`src/rtl/serdes_port_defines.vh`:
```
// Register map, field positions, reset values and timing for the parallel port
`ifndef SERDES_PORT_DEFINES_VH
`define SERDES_PORT_DEFINES_VH
// Register byte offsets
`define REG_STATUS 8'h00
`define REG_CLEAR 8'h04
`define REG_IRQ_EN 8'h08
`define REG_MODE 8'h0c
// Status and enable field positions
`define ST_DEC_ERR_LSB 0
`define ST_OVERRUN_LSB 4
// Mode register field positions
`define MODE_CODEC_BIT 0
`define MODE_SYNC_BIT 1
// Reset values
`define STATUS_RESET 8'h00
`define IRQ_EN_RESET 8'h00
// Timing: system clock and generated receive clock periods
`define CLK_PERIOD_NS 4
`define RX_CLK_PERIOD_NS 48
// Code constants in their minus-disparity forms
`define K28_MINUS 6'h0f
`define ALT7_MINUS 4'h7
`define SIX_SPECIAL 6'h38
`define FOUR_SPECIAL 4'hc
`endif

```
`src/rtl/quad_serdes_parallel_port.v`:
```
// Four-channel double-edge parallel port with optional 8b/10b codec
//
// The implementer's own choices: strobed register access and the register offsets.
`timescale 1ns/1ns
`default_nettype none
`include "serdes_port_defines.vh"

module quad_serdes_parallel_port #(
  parameter RX_HALF = `RX_CLK_PERIOD_NS / 2 / `CLK_PERIOD_NS
) (
  input wire clk,
  input wire rst,
  input wire codec_enable,
  input wire channel_sync_select,
  input wire tx_clock_chan_a,
  input wire tx_clock_chan_b,
  input wire tx_clock_chan_c,
  input wire tx_clock_chan_d,
  input wire [39:0] tx_parallel_bus,
  output reg rx_clock_chan_a,
  output reg rx_clock_chan_b,
  output reg rx_clock_chan_c,
  output reg rx_clock_chan_d,
  output reg [39:0] rx_parallel_bus,
  output reg [39:0] tx_code,
  output reg [3:0] tx_code_valid,
  input wire [39:0] rx_code,
  input wire [3:0] rx_code_valid,
  input wire [7:0] reg_addr,
  input wire [31:0] reg_wdata,
  input wire reg_write,
  input wire reg_read,
  output reg [31:0] reg_rdata,
  output wire irq
);

  localparam integer HALF_LAST_W = RX_HALF - 1;
  localparam integer HALF_MID_W = RX_HALF / 2 - 1;
  localparam [7:0] HALF_LAST = HALF_LAST_W[7:0];
  localparam [7:0] HALF_MID = HALF_MID_W[7:0];

  ////////////////////////////////////////////////////////////////////////
  // Code tables and codec functions

  // Six-bit sub-block, minus form, abcdei with a at the top
  function [5:0] tbl6;
    input [4:0] x;
    begin
      case (x)
        5'd0: tbl6 = 6'h27;
        5'd1: tbl6 = 6'h1d;
        5'd2: tbl6 = 6'h2d;
        5'd3: tbl6 = 6'h31;
        5'd4: tbl6 = 6'h35;
        5'd5: tbl6 = 6'h29;
        5'd6: tbl6 = 6'h19;
        5'd7: tbl6 = 6'h38;
        5'd8: tbl6 = 6'h39;
        5'd9: tbl6 = 6'h25;
        5'd10: tbl6 = 6'h15;
        5'd11: tbl6 = 6'h34;
        5'd12: tbl6 = 6'h0d;
        5'd13: tbl6 = 6'h2c;
        5'd14: tbl6 = 6'h1c;
        5'd15: tbl6 = 6'h17;
        5'd16: tbl6 = 6'h1b;
        5'd17: tbl6 = 6'h23;
        5'd18: tbl6 = 6'h13;
        5'd19: tbl6 = 6'h32;
        5'd20: tbl6 = 6'h0b;
        5'd21: tbl6 = 6'h2a;
        5'd22: tbl6 = 6'h1a;
        5'd23: tbl6 = 6'h3a;
        5'd24: tbl6 = 6'h33;
        5'd25: tbl6 = 6'h26;
        5'd26: tbl6 = 6'h16;
        5'd27: tbl6 = 6'h36;
        5'd28: tbl6 = 6'h0e;
        5'd29: tbl6 = 6'h2e;
        5'd30: tbl6 = 6'h1e;
        default: tbl6 = 6'h2b;
      endcase
    end
  endfunction

  // Four-bit sub-block, minus form, fghj with f at the top
  function [3:0] tbl4;
    input [2:0] y;
    begin
      case (y)
        3'd0: tbl4 = 4'hb;
        3'd1: tbl4 = 4'h9;
        3'd2: tbl4 = 4'h5;
        3'd3: tbl4 = 4'hc;
        3'd4: tbl4 = 4'hd;
        3'd5: tbl4 = 4'ha;
        3'd6: tbl4 = 4'h6;
        default: tbl4 = 4'he;
      endcase
    end
  endfunction

  // Count of ones
  function [2:0] pop;
    input [5:0] v;
    integer i;
    begin
      pop = 3'd0;
      for (i = 0; i < 6; i = i + 1) begin
        pop = pop + {2'b00, v[i]};
      end
    end
  endfunction

  // Encode a byte; result is {disparity after, code}
  function [10:0] enc;
    input [7:0] d;
    input k;
    input rd;
    reg [5:0] s;
    reg [3:0] f;
    reg r;
    reg alt;
    reg kn;
    begin
      s = (k && d[4:0] == 5'd28) ? `K28_MINUS : tbl6(d[4:0]);
      if (rd && (pop(s) != 3'd3 || s == `SIX_SPECIAL)) s = ~s;
      r = rd ^ (pop(s) != 3'd3);
      alt = d[7:5] == 3'd7 && (k || (!r && (d[4:0] == 5'd17 || d[4:0] == 5'd18 || d[4:0] == 5'd20))
            || (r && (d[4:0] == 5'd11 || d[4:0] == 5'd13 || d[4:0] == 5'd14)));
      f = alt ? `ALT7_MINUS : tbl4(d[7:5]);
      kn = k && d[4:0] == 5'd28 && pop({2'b00, f}) == 3'd2 && d[7:5] != 3'd3;
      if (kn) f = ~f;
      if (r && (pop({2'b00, f}) != 3'd2 || f == `FOUR_SPECIAL || kn)) f = ~f;
      enc = {r ^ (pop({2'b00, f}) != 3'd2), s, f};
    end
  endfunction

  // Decode a code group; result is {disparity after, error, special, byte}
  function [10:0] dec;
    input [9:0] c;
    input rd;
    reg [5:0] six;
    reg [5:0] m;
    reg [3:0] fe;
    reg [3:0] f;
    reg [4:0] x;
    reg [2:0] y;
    reg [2:0] n6;
    reg [2:0] n4;
    reg ok6;
    reg ok4;
    reg k28;
    reg bad;
    reg r6;
    reg r4;
    reg kf;
    integer i;
    begin
      six = c[9:4];
      n6 = pop(six);
      x = 5'd0;
      y = 3'd0;
      ok6 = 1'b0;
      ok4 = 1'b0;
      for (i = 0; i < 32; i = i + 1) begin
        m = tbl6(i[4:0]);
        if (six == m || (six == ~m && (pop(m) != 3'd3 || m == `SIX_SPECIAL))) begin
          ok6 = 1'b1;
          x = i[4:0];
        end
      end
      k28 = six == `K28_MINUS || six == ~`K28_MINUS;
      if (k28) begin
        ok6 = 1'b1;
        x = 5'd28;
      end
      // Neutral special fours swap meaning in the plus form
      fe = (six == ~`K28_MINUS && pop({2'b00, c[3:0]}) == 3'd2) ? ~c[3:0] : c[3:0];
      n4 = pop({2'b00, c[3:0]});
      for (i = 0; i < 8; i = i + 1) begin
        f = tbl4(i[2:0]);
        if (fe == f || (fe == ~f && (pop({2'b00, f}) != 3'd2 || f == `FOUR_SPECIAL))) begin
          ok4 = 1'b1;
          y = i[2:0];
        end
      end
      kf = fe == `ALT7_MINUS || fe == ~`ALT7_MINUS;
      if (kf) begin
        ok4 = 1'b1;
        y = 3'd7;
      end
      bad = (n6 > 3'd3 && rd) || (n6 < 3'd3 && !rd) || (six == `SIX_SPECIAL && rd) || (six == ~`SIX_SPECIAL && !rd);
      r6 = (n6 == 3'd3) ? rd : (n6 > 3'd3);
      bad = bad || (n4 > 3'd2 && r6) || (n4 < 3'd2 && !r6);
      bad = bad || (c[3:0] == `FOUR_SPECIAL && r6) || (c[3:0] == ~`FOUR_SPECIAL && !r6);
      r4 = (n4 == 3'd2) ? r6 : (n4 > 3'd2);
      kf = k28 || (kf && (x == 5'd23 || x == 5'd27 || x == 5'd29 || x == 5'd30));
      dec = {r4, !ok6 || !ok4 || bad, kf, y, x};
    end
  endfunction

  ////////////////////////////////////////////////////////////////////////
  // Pin synchronisers

  reg [1:0] mode_s1;
  reg [1:0] mode_s2;
  reg [3:0] tclk_s1;
  reg [3:0] tclk_s2;
  reg [3:0] tclk_s3;
  reg [39:0] tbus_s1;
  reg [39:0] tbus_s2;

  // Two flops on every mode and bus pin from the host; the clock pins get three below
  always @(posedge clk) begin
    if (rst) begin
      mode_s1 <= 2'h0;
      mode_s2 <= 2'h0;
      tbus_s1 <= 40'h0;
      tbus_s2 <= 40'h0;
    end else begin
      mode_s1 <= {channel_sync_select, codec_enable};
      mode_s2 <= mode_s1;
      tbus_s1 <= tx_parallel_bus;
      tbus_s2 <= tbus_s1;
    end
  end

  // Clock pins keep tracking in reset: no false edge on release
  always @(posedge clk) begin
    tclk_s1 <= {tx_clock_chan_d, tx_clock_chan_c, tx_clock_chan_b, tx_clock_chan_a};
    tclk_s2 <= tclk_s1;
    tclk_s3 <= tclk_s2;
  end

  wire codec_on = mode_s2[0];
  wire sync_sel = mode_s2[1];
  wire [3:0] tx_edge_raw = tclk_s2 ^ tclk_s3;
  wire [9:0] tx_bus_chan_a = tbus_s2[9:0];
  wire [3:0] special_char_generate = {tbus_s2[38], tbus_s2[28], tbus_s2[18], tbus_s2[8]};
  wire [3:0] tx_edge = sync_sel ? {4{tx_edge_raw[0]}} : tx_edge_raw;

  ////////////////////////////////////////////////////////////////////////
  // Transmit capture and encode

  reg [3:0] tx_rd;
  integer t;

  // One word per edge of the selected transmit clock
  always @(posedge clk) begin
    if (rst) begin
      tx_code <= 40'h0;
      tx_code_valid <= 4'h0;
      tx_rd <= 4'h0;
    end else begin
      tx_code_valid <= tx_edge;
      if (tx_edge[0]) begin
        if (codec_on) begin
          {tx_rd[0], tx_code[9:0]} <= enc(tx_bus_chan_a[7:0], special_char_generate[0], tx_rd[0]);
        end else begin
          tx_code[9:0] <= tx_bus_chan_a;
        end
      end
      for (t = 1; t < 4; t = t + 1) begin
        // bits 8 and 9 share the clock
        if (tx_edge[t]) begin
          if (codec_on) begin
            {tx_rd[t], tx_code[t*10 +: 10]} <= enc(tbus_s2[t*10 +: 8], special_char_generate[t], tx_rd[t]);
          end else begin
            tx_code[t*10 +: 10] <= tbus_s2[t*10 +: 10];
          end
        end
      end
    end
  end

  ////////////////////////////////////////////////////////////////////////
  // Receive decode and double-edge output

  reg [3:0] rx_rd;
  reg [39:0] pend;
  reg [3:0] pend_full;
  reg [3:0] run;
  reg [7:0] cnt [0:3];
  reg [3:0] rclk;
  reg [3:0] own_upd;
  reg [3:0] upd;
  reg [3:0] tog;
  reg [3:0] ev_err;
  reg [3:0] ev_ovr;
  reg [43:0] dwords;
  integer c;
  integer ch;

  // Divider taps and per-lane decode: toggle at half period, data change mid-way
  always @* begin
    for (ch = 0; ch < 4; ch = ch + 1) begin
      own_upd[ch] = run[ch] && cnt[ch] == HALF_MID;
      tog[ch] = run[ch] && cnt[ch] == HALF_LAST;
      dwords[ch*11 +: 11] = dec(rx_code[ch*10 +: 10], rx_rd[ch]);
    end
    // B to D follow channel A
    // bits 8 and 9 take the same timing
    upd = sync_sel ? {4{own_upd[0]}} : own_upd;
  end

  // Decode, pend and present one word per receive clock edge
  always @(posedge clk) begin
    if (rst) begin
      rx_rd <= 4'h0;
      pend <= 40'h0;
      pend_full <= 4'h0;
      run <= 4'h0;
      rclk <= 4'h0;
      rx_parallel_bus <= 40'h0;
      ev_err <= 4'h0;
      ev_ovr <= 4'h0;
      for (c = 0; c < 4; c = c + 1) begin
        cnt[c] <= 8'h00;
      end
    end else begin
      for (c = 0; c < 4; c = c + 1) begin
        ev_err[c] <= 1'b0;
        ev_ovr[c] <= 1'b0;
        if (rx_code_valid[c]) begin
          run[c] <= 1'b1;
        end
        if (run[c]) begin
          cnt[c] <= tog[c] ? 8'h00 : cnt[c] + 8'h01;
        end
        // B to D clocks held low when synced
        if (c != 0 && sync_sel) begin
          rclk[c] <= 1'b0;
        end else if (tog[c]) begin
          rclk[c] <= ~rclk[c];
        end
        if (upd[c]) begin
          rx_parallel_bus[c*10 +: 10] <= pend[c*10 +: 10];
          pend_full[c] <= 1'b0;
        end
        if (rx_code_valid[c]) begin
          pend_full[c] <= 1'b1;
          ev_ovr[c] <= pend_full[c] && !upd[c];
          if (codec_on) begin
            rx_rd[c] <= dwords[c*11 + 10];
            pend[c*10 +: 10] <= dwords[c*11 +: 10];
            ev_err[c] <= dwords[c*11 + 9];
          end else begin
            pend[c*10 +: 10] <= rx_code[c*10 +: 10];
          end
        end
      end
    end
  end

  // Receive clock pins
  always @* begin
    rx_clock_chan_a = rclk[0];
    rx_clock_chan_b = rclk[1];
    rx_clock_chan_c = rclk[2];
    rx_clock_chan_d = rclk[3];
  end

  ////////////////////////////////////////////////////////////////////////
  // Register slave and interrupt

  reg [7:0] status;
  reg [7:0] irq_en;
  wire [7:0] clr = (reg_write && reg_addr == `REG_CLEAR) ? reg_wdata[7:0] : 8'h00;
  wire [7:0] events = {ev_ovr, ev_err};

  // Sticky status: a new event beats a clear
  always @(posedge clk) begin
    if (rst) begin
      status <= `STATUS_RESET;
      irq_en <= `IRQ_EN_RESET;
    end else begin
      status <= (status & ~clr) | events;
      if (reg_write && reg_addr == `REG_IRQ_EN) begin
        irq_en <= reg_wdata[7:0];
      end
    end
  end

  // Read data in the cycle after the strobe only
  always @(posedge clk) begin
    if (rst || !reg_read) begin
      reg_rdata <= 32'h0;
    end else begin
      case (reg_addr)
        `REG_STATUS: reg_rdata <= {24'h0, status};
        `REG_IRQ_EN: reg_rdata <= {24'h0, irq_en};
        `REG_MODE: reg_rdata <= {30'h0, sync_sel, codec_on};
        default: reg_rdata <= 32'h0;
      endcase
    end
  end

  assign irq = |(status & irq_en);

endmodule

`default_nettype wire

```
`config.mk`:
```
export PLATFORM = sky130hd
export DESIGN_NAME = quad_serdes_parallel_port
export DESIGN_NICKNAME = d
export VERILOG_FILES = /design/src/rtl/quad_serdes_parallel_port.v
export VERILOG_INCLUDE_DIRS = /design/src /design/src/rtl
export SDC_FILE = /design/constraint.sdc
export NUM_CORES = 1
export LEC_CHECK = 0
export BUFFER_PORTS_ARGS = -buffer_cell sky130_fd_sc_hd__buf_2
export CORE_MARGIN = 2
export CORE_UTILIZATION = 38
export DETAILED_ROUTE_END_ITERATION = 16
export SLEW_MARGIN = 5
export SYNTH_ARGS = -nofsm -noshare
export SYNTH_HDL_FRONTEND = slang
export SYNTH_SLANG_ARGS = --single-unit
```
`constraint.sdc`:
```
create_clock -name clk -period 13.41 [get_ports clk]
set_input_delay 4.023 -clock clk [delete_from_list [all_inputs] [get_ports clk]]
set_output_delay 4.023 -clock clk [all_outputs]
set_load 0.05 [all_outputs]
```
==> results of run 1 <==
==> kinds of logic (layout without fill, tap and decap cells) <==
family | after synthesis | count (layout) | synth area share
other | 1 | 26 | 0.000170
buffers and inverters | 332 | 423 | 0.0620
muxes | 140 | 140 | 0.0663
DFF | 328 | 328 | 0.313
adders and majority gates | 168 | 168 | 0.109
xor gates and xnor gates | 105 | 105 | 0.0418
AOI/OAI and AO/OA | 595 | 595 | 0.180
and+or+nand+nor | 991 | 991 | 0.227
==> metal layers <==
layer | GRT usage | vias to the layer above
met4 | 0.0551 | 2
met3 | 0.0276 | 77
li1 | - | 9514
met1 | 0.260 | 9161
met2 | 0.317 | 520
met5 | 0 | -
==> placed cells by master (no fill, tap or decap), types with 51 or more instances in the layout <==
cell | synthesis | final
sky130_fd_sc_hd__a21oi_1 | 161 | 161
sky130_fd_sc_hd__mux2i_1 | 114 | 114
sky130_fd_sc_hd__nand2_1 | 198 | 198
sky130_fd_sc_hd__xor2_1 | 57 | 57
sky130_fd_sc_hd__ha_1 | 128 | 128
sky130_fd_sc_hd__buf_2 | 16 | 205
sky130_fd_sc_hd__o21ai_0 | 95 | 95
sky130_fd_sc_hd__inv_1 | 137 | 135
sky130_fd_sc_hd__nor2_1 | 329 | 329
sky130_fd_sc_hd__dfxtp_1 | 296 | 295
sky130_fd_sc_hd__nor2b_1 | 94 | 94
sky130_fd_sc_hd__nor3_1 | 51 | 51
sky130_fd_sc_hd__nand3_1 | 62 | 62
==> state kept, by name, indices dropped and copies added (netlist names), 8 cells and up, named ones only <==
register and cells:
tx_code 40, irq_en 8, tbus_s1 40, reg_rdata 8, tbus_s2 40, rx_parallel_bus 40, cnt 32, status 8
pend 40
==> metrics by stage <==
step / hold slack, ns / cells
floorplan: 0.310 / 2683
detailed placement: 0.318 / 3468
global placement: 0.325 / 3468
finish: 0.329 / 3541
CTS: 0.330 / 3539
global route: 0.341 / 3540
==> where the power goes <==
group	leakage (nW)	switching (W)	internal (W)	total, W
clock	0.694	0.000451	0.000686	0.00114
combinational	6.86	0.000483	0.000316	0.000799
sequential	2.78	0.0000468	0.00105	0.00109
total	10.3	0.000981	0.00205	0.00303
==> area by class of cell <==
type / instances / area, um2 / share of cell area
diodes: 2 / 5.00 / 0.000202
clock buffers: 50 / 1130 / 0.0458
clock inverters: 21 / 270 / 0.0109
inverters: 137 / 514 / 0.0208
multi-input cells: 2023 / 13800 / 0.560
flip-flops and latches: 328 / 6890 / 0.279
well taps: 765 / 957 / 0.0387
repair buffers: 215 / 1110 / 0.0448
==> cells in the mapped netlist (57+ instances only) <==
| master | count |
|---|---|
| sky130_fd_sc_hd__nor2_1 | 329 |
| sky130_fd_sc_hd__dfxtp_1 | 296 |
| sky130_fd_sc_hd__nand2_1 | 198 |
| sky130_fd_sc_hd__a21oi_1 | 161 |
| sky130_fd_sc_hd__clkbuf_1 | 140 |
| sky130_fd_sc_hd__inv_1 | 137 |
| sky130_fd_sc_hd__ha_1 | 128 |
| sky130_fd_sc_hd__mux2i_1 | 114 |
| sky130_fd_sc_hd__o21ai_0 | 95 |
| sky130_fd_sc_hd__nor2b_1 | 94 |
| sky130_fd_sc_hd__nand3_1 | 62 |
| sky130_fd_sc_hd__xor2_1 | 57 |
==> worst max-delay path, delay by kind of cell, from the launching register on <==
kind	cells	cell delay, ns
simple gates	13	2.08
buf+inv	6	0.53
fa+ha+maj	17	5.17
xor+xnor	5	1.17
flops	1	0.34
compound gates	3	1.24
mux	1	0.42
==> final timing paths <==
path | to | slack, ns | cells after the start | start
setup / recovery | tx_rd[2] | 2.40 | 45 | tbus_s2[21]
hold reg to reg | tclk_s2[1] | 0.33 | 0 | tclk_s1[1]
hold / removal | tclk_s2[1] | 0.33 | 0 | tclk_s1[1]
setup reg to reg | tx_rd[2] | 2.40 | 45 | tbus_s2[21]
==> impl_metrics.csv, run 1 <==
group,metric,value,unit
drt,met3WireLength,2.97,mm
grt,grt_max_degree,79,
sta,achievable-frequency,90.9,MHz
clock_tree,cts-root-to-sink-buffers,3,
grt,grt_first_pass_wirelength,95.5,mm
floorplanning,placeableCoreArea,57500,um2
sta,final-setup-viol-count,0,
synthesis,syn_avg_cell_area,8.27,um2
sta,timing.final.crit_period,11.01,ns
clock_tree,clk_root_buffer_cell,"sky130_fd_sc_hd__clkbuf_16",
drt,via_per_inst,5.44,
grt,grt_antenna_before_repair,3,
run_status,run_status,"finished, final reports clean",
worst_setup_path,critical_path.max_fanout,6,
synthesis,cell_taking_the_most_area_after_synthesis,"sky130_fd_sc_hd__dfxtp_1",
synthesis,ys.flop_type,"sky130_fd_sc_hd__dfxtp_1",
sta,maxSlewViolCount,0,
grt,grt-ovfl-total,0,
synthesis,yosys_warns,0,
grt,vias_in_the_first_global_route,18328,
clock_tree,post-cts-setup-buffers,0,
grt,global_route_usage_sum,0.192,
power,p_leak,10.3,nW
placed_design,place.port_buffers,206,
sta,hold_violations,0,
power,finalPower,0.00303,W
clock_tree,clock_latency,0.56,ns
worst_setup_path,cp_max_delay_cell,"sky130_fd_sc_hd__o31ai_2",
placed_design,dpl-instance-area,23300,um2
clock_tree,cts_inserted_buffers,39,
drt,route.detailed.drc,0,
synthesis,synth_async_sr_flop_share,0,
clock_tree,tritoncts,"done",
worst_hold_path,timing.hold.worst.class,"flop to flop",
sta,max_slew.worst_pin.slew,1.05,ns
synthesis,yosysSeqAreaShare,0.313,
cells_and_area,fillCellCount,5689,
sta,final_min_period_over_clock_period,0.821,
worst_setup_path,timing.critical_path.slowest_cell_delay,0.60,ns
drt,routed_wl_met2,27.4,mm
cells_and_area,drive_above_1_share,0.138,
synthesis,syn_area,22000,um2
worst_setup_path,crit_path_start_kind,"flop",
placed_design,pre_cts_ws,2.42,ns
floorplanning,dieHeight,245,um
drt,route.top_layer_used,"met5",
drt,firstDrtPassIters,6,
power,worst_ir_drop_vdd,0.0000838,V
drt,totalWireLength,59.1,mm
clock_tree,clock-sinks,328,
placed_design,hpwl_after_dpl,43.0,mm
run,cap_viol_max_count,0,
worst_setup_path,timing.critical_path.to_type,"flop",
clock_tree,htree_levels,2,
clock_tree,hold_buffers,0,
power,p_per_area,123,nW/um2
worst_setup_path,crit_arrival,11.50,ns
synthesis,synth-edff-count,32,
floorplanning,placementRows,88,
floorplanning,width_of_the_die,245,um
sta,post-route-worst-setup-slack,2.40,ns
floorplanning,design.die.area,59900,um2
worst_setup_path,crit_path_frequent_cell,"sky130_fd_sc_hd__ha_1",
drt,detail-route-antenna-nets,0,
sta,final.setup_skew,0.0201,ns
synthesis,synth_largest_type_area_fraction,0.269,
drt,detail_route.wirelength.met1,27.4,mm
synthesis,ys_ff_latch,328,
drt,first_iter_violations,1435,
cells_and_area,layout.cell_area.non_filler,24700,um2
placed_design,finalWeightedCongestion,0.908,
sta,rsz_0062_raised_after_global_routing,"false",
drt,num_vias,19274,
cells_and_area,final_net_count,3046,
floorplanning,pin_count,255,
worst_setup_path,critPathKind,"flop to flop",
synthesis,syn-instance-count,2660,
synthesis,yosysUniqueCellTypes,90,
sta,worst_slew_margin_rel,0.296,
synthesis,ys_top_cells_by_area,"sky130_fd_sc_hd__dfxtp_1 (27%), sky130_fd_sc_hd__ha_1 (7.3%), sky130_fd_sc_hd__nor2_1 (5.6%)",
clock_tree,post_cts_resize_count,0,
sta,setup-tns-final,0,ns
drt,wl_per_cell,16.7,um
floorplanning,initial_standard_cell_utilization_of_the_core,0.383,
cells_and_area,synthToLayoutAreaGrowth,12.3,%
clock_tree,register_clock_pin_slew_on_the_reported_worst_setup_and_hold_paths,0.06,ns
worst_setup_path,crit_required,13.91,ns
cells_and_area,finish.utilization,0.430,
(Power assumes the default switching activity.)
==> run 2, diff against run 1 <==
==> constraint.sdc (replaced) <==
create_clock -name clk -period 9 [get_ports clk]
set_input_delay 2.7 -clock clk [delete_from_list [all_inputs] [get_ports clk]]
set_output_delay 2.7 -clock clk [all_outputs]
set_load 0.05 [all_outputs]
==> run 2 against run 1 <==
Compared with the run above:
- the flow now finishes with violations (setup timing)
- final cell count rose by 3.6%
- global-route usage rose by 0.68 points
- fmax rose by 17%
- critical path type unchanged
- largest cell class unchanged
==> impl_metrics.csv, run 2 (same netlist as run 1, synthesis figures left out) <==
group,metric,value,unit
sta,max_slew.worst_pin.slew,1.19,ns
cells_and_area,finish.utilization,0.457,
worst_setup_path,crit_arrival,9.90,ns
floorplanning,dieHeight,245,um
grt,grt-ovfl-total,0,
placed_design,hpwl_after_dpl,44.3,mm
sta,maxSlewViolCount,0,
clock_tree,clk_root_buffer_cell,"sky130_fd_sc_hd__clkbuf_16",
worst_setup_path,crit_required,9.49,ns
sta,hold_violations,0,
clock_tree,clock_latency,0.56,ns
clock_tree,clock-sinks,328,
worst_setup_path,cp_max_delay_cell,"sky130_fd_sc_hd__fa_1",
power,comb_power_share,0.331,
worst_setup_path,worstPathBufferInverterCount,4,
drt,num_vias,19965,
floorplanning,pin_count,255,
sta,setup-tns-final,-1.19,ns
cells_and_area,synthToLayoutAreaGrowth,19.4,%
worst_setup_path,r2r_setup_slk,-0.41,ns
run,cap_viol_max_count,0,
drt,via_per_inst,5.44,
worst_setup_path,r2r-end,"tx_rd[2]",
drt,first_iter_violations,1451,
cells_and_area,fillCellCount,5545,
sta,final.setup_skew,0.0246,ns
sta,rsz_0062_raised_after_global_routing,"true",
power,finalPower,0.00488,W
floorplanning,width_of_the_die,245,um
grt,grt_antenna_before_repair,2,
worst_setup_path,timing.critical_path.max_delay_family,"adder cells",
power,worst_ir_drop_vdd,0.000126,V
sta,final-setup-viol-count,3,
power,cellInternalPower,0.00329,W
worst_setup_path,crit_path_frequent_cell,"sky130_fd_sc_hd__fa_1",
worst_setup_path,crit_path_start_kind,"flop",
grt,global_route_usage_sum,0.199,
worst_setup_path,timing.reg2reg.worst_path_depth,41,
power,power.share.clock,0.335,
sta,worst_hold_slack,0.330,ns
worst_setup_path,timing.critical_path.depth,41,
floorplanning,placeableCoreArea,57500,um2
sta,final_min_period_over_clock_period,1.05,
power,swShare,0.326,
placed_design,place.port_buffers,206,
clock_tree,htree_levels,2,
clock_tree,hold_buffers,0,
worst_hold_path,timing.hold.worst.class,"flop to flop",
floorplanning,placementRows,88,
grt,grt_first_pass_wirelength,98.9,mm
drt,totalWireLength,61.7,mm
clock_tree,tritoncts,"done",
drt,firstDrtPassIters,5,
worst_setup_path,rr_startpoint,"tbus_s2[21]",
power,p_leak,11.0,nW
power,power.share.sequential,0.334,
sta,worst_slew_margin_rel,0.199,
worst_setup_path,timing.critical_path.to_type,"flop",
drt,route.detailed.drc,0,
grt,grt_max_degree,85,
cells_and_area,mostFrequentLayoutCell,"sky130_fd_sc_hd__nor2_1",
clock_tree,cts_inserted_buffers,40,
worst_setup_path,startpoint,"tbus_s2[21]",
drt,wl_per_cell,16.8,um
grt,vias_in_the_first_global_route,19326,
clock_tree,register_clock_pin_slew_on_the_reported_worst_setup_and_hold_paths,0.06,ns
floorplanning,design.die.area,59900,um2
clock_tree,cts-root-to-sink-buffers,3,
placed_design,finalWeightedCongestion,0.926,
worst_setup_path,setup.worst_path.end,"tx_rd[2]",
worst_setup_path,timing.critical_path.slowest_cell_delay,0.53,ns
floorplanning,initial_standard_cell_utilization_of_the_core,0.383,
worst_setup_path,critical_path.max_fanout,4,
worst_setup_path,critPathKind,"flop to flop",
run_status,violations,"setup timing",
cells_and_area,drive_above_1_share,0.212,
power,power.switching,0.00159,W
sta,timing.final.crit_period,9.41,ns
run_status,run_status,"finished with violations",
sta,achievable-frequency,106,MHz
power,p_per_area,186,nW/um2
sta,post-route-worst-setup-slack,-0.408,ns
cells_and_area,final_net_count,3174,
drt,detail-route-antenna-nets,0,
cells_and_area,layout_common_cells,"sky130_fd_sc_hd__nor2_1 (317), sky130_fd_sc_hd__dfxtp_1 (285), sky130_fd_sc_hd__buf_2 (205), sky130_fd_sc_hd__nand2_1 (190), sky130_fd_sc_hd__a21oi_1 (158)",
[run 2: worst register-to-register path: cells and delay by family (launching register included)]
family / cells / cell delay [ns]
AO/OA/AOI/OAI: 3 / 0.79
XOR/XNOR: 5 / 0.85
adder cells (fa/ha/maj): 17 / 5.24
buffers and inverters: 4 / 0.19
flip-flops: 1 / 0.32
multiplexers: 1 / 0.19
AND/OR/NAND/NOR: 11 / 1.76
[run 2: per-layer routing]
metal | share of wire | up-vias | wire length (um) | global-route usage
met5 | 0 | - | 0 | 0
met4 | 0.030 | 0 | 1880 | 0.0741
met3 | 0.051 | 113 | 3140 | 0.0294
met2 | 0.48 | 580 | 29400 | 0.335
met1 | 0.44 | 9510 | 27300 | 0.257
li1 | - | 9762 | - | -
[run 2: layout make-up]
cell class,count,area (um2),area share
Multi-Input combinational cell,2023,14500,0.550
Sequential cell,328,6900,0.263
Timing Repair Buffer,342,2080,0.0792
Clock buffer,54,1180,0.0448
Tap cell,765,957,0.0364
Inverter,137,514,0.0196
Clock inverter,17,180,0.00686
Antenna cell,2,5.00,0.000191
[run 2: what timing repair did]
item | in CTS | in global routing
hold endpoints to repair | 0 | 0
resized for setup | 22 | 51
gates cloned | 0 | 0
pin swaps | 21 | 46
endpoints found under the setup margin | 4 | 15
buffers inserted | 38 | 9
[run 2: metrics by stage]
stage | setup WS, ns | std cells | instance area (um2)
CTS | -0.326 | 3657 | 25900
global route | -0.822 | 3668 | 26300
floorplan | -0.530 | 2683 | 22400
detailed placement | -0.468 | 3548 | 24200
global placement | -0.312 | 3548 | 24200
finish | -0.408 | 3668 | 26300
[run 2: worst min-delay path by stage]
stage,from,to,slack [ns],depth (start not counted)
2_1_floorplan,tclk_s1[0],tclk_s2[0],0.31,0
3_3_place_gp,tclk_s1[1],tclk_s2[1],0.32,0
3_5_place_dp,tclk_s1[0],tclk_s2[0],0.31,0
4_1_cts,tclk_s1[0],tclk_s2[0],0.33,0
5_1_grt,tclk_s1[3],tclk_s2[3],0.34,0
6_report,tclk_s1[1],tclk_s2[1],0.33,0
[run 2: power by group through the flow]
stage	combinational, W	clock, W	sequential, W
after detailed placement	0.00145	0	0.00166
after global placement	0.00140	0	0.00166
after CTS	0.00152	0.00168	0.00163
final	0.00161	0.00163	0.00163
after floorplan	0.000994	0	0.00169
after global routing	0.00179	0.00175	0.00164
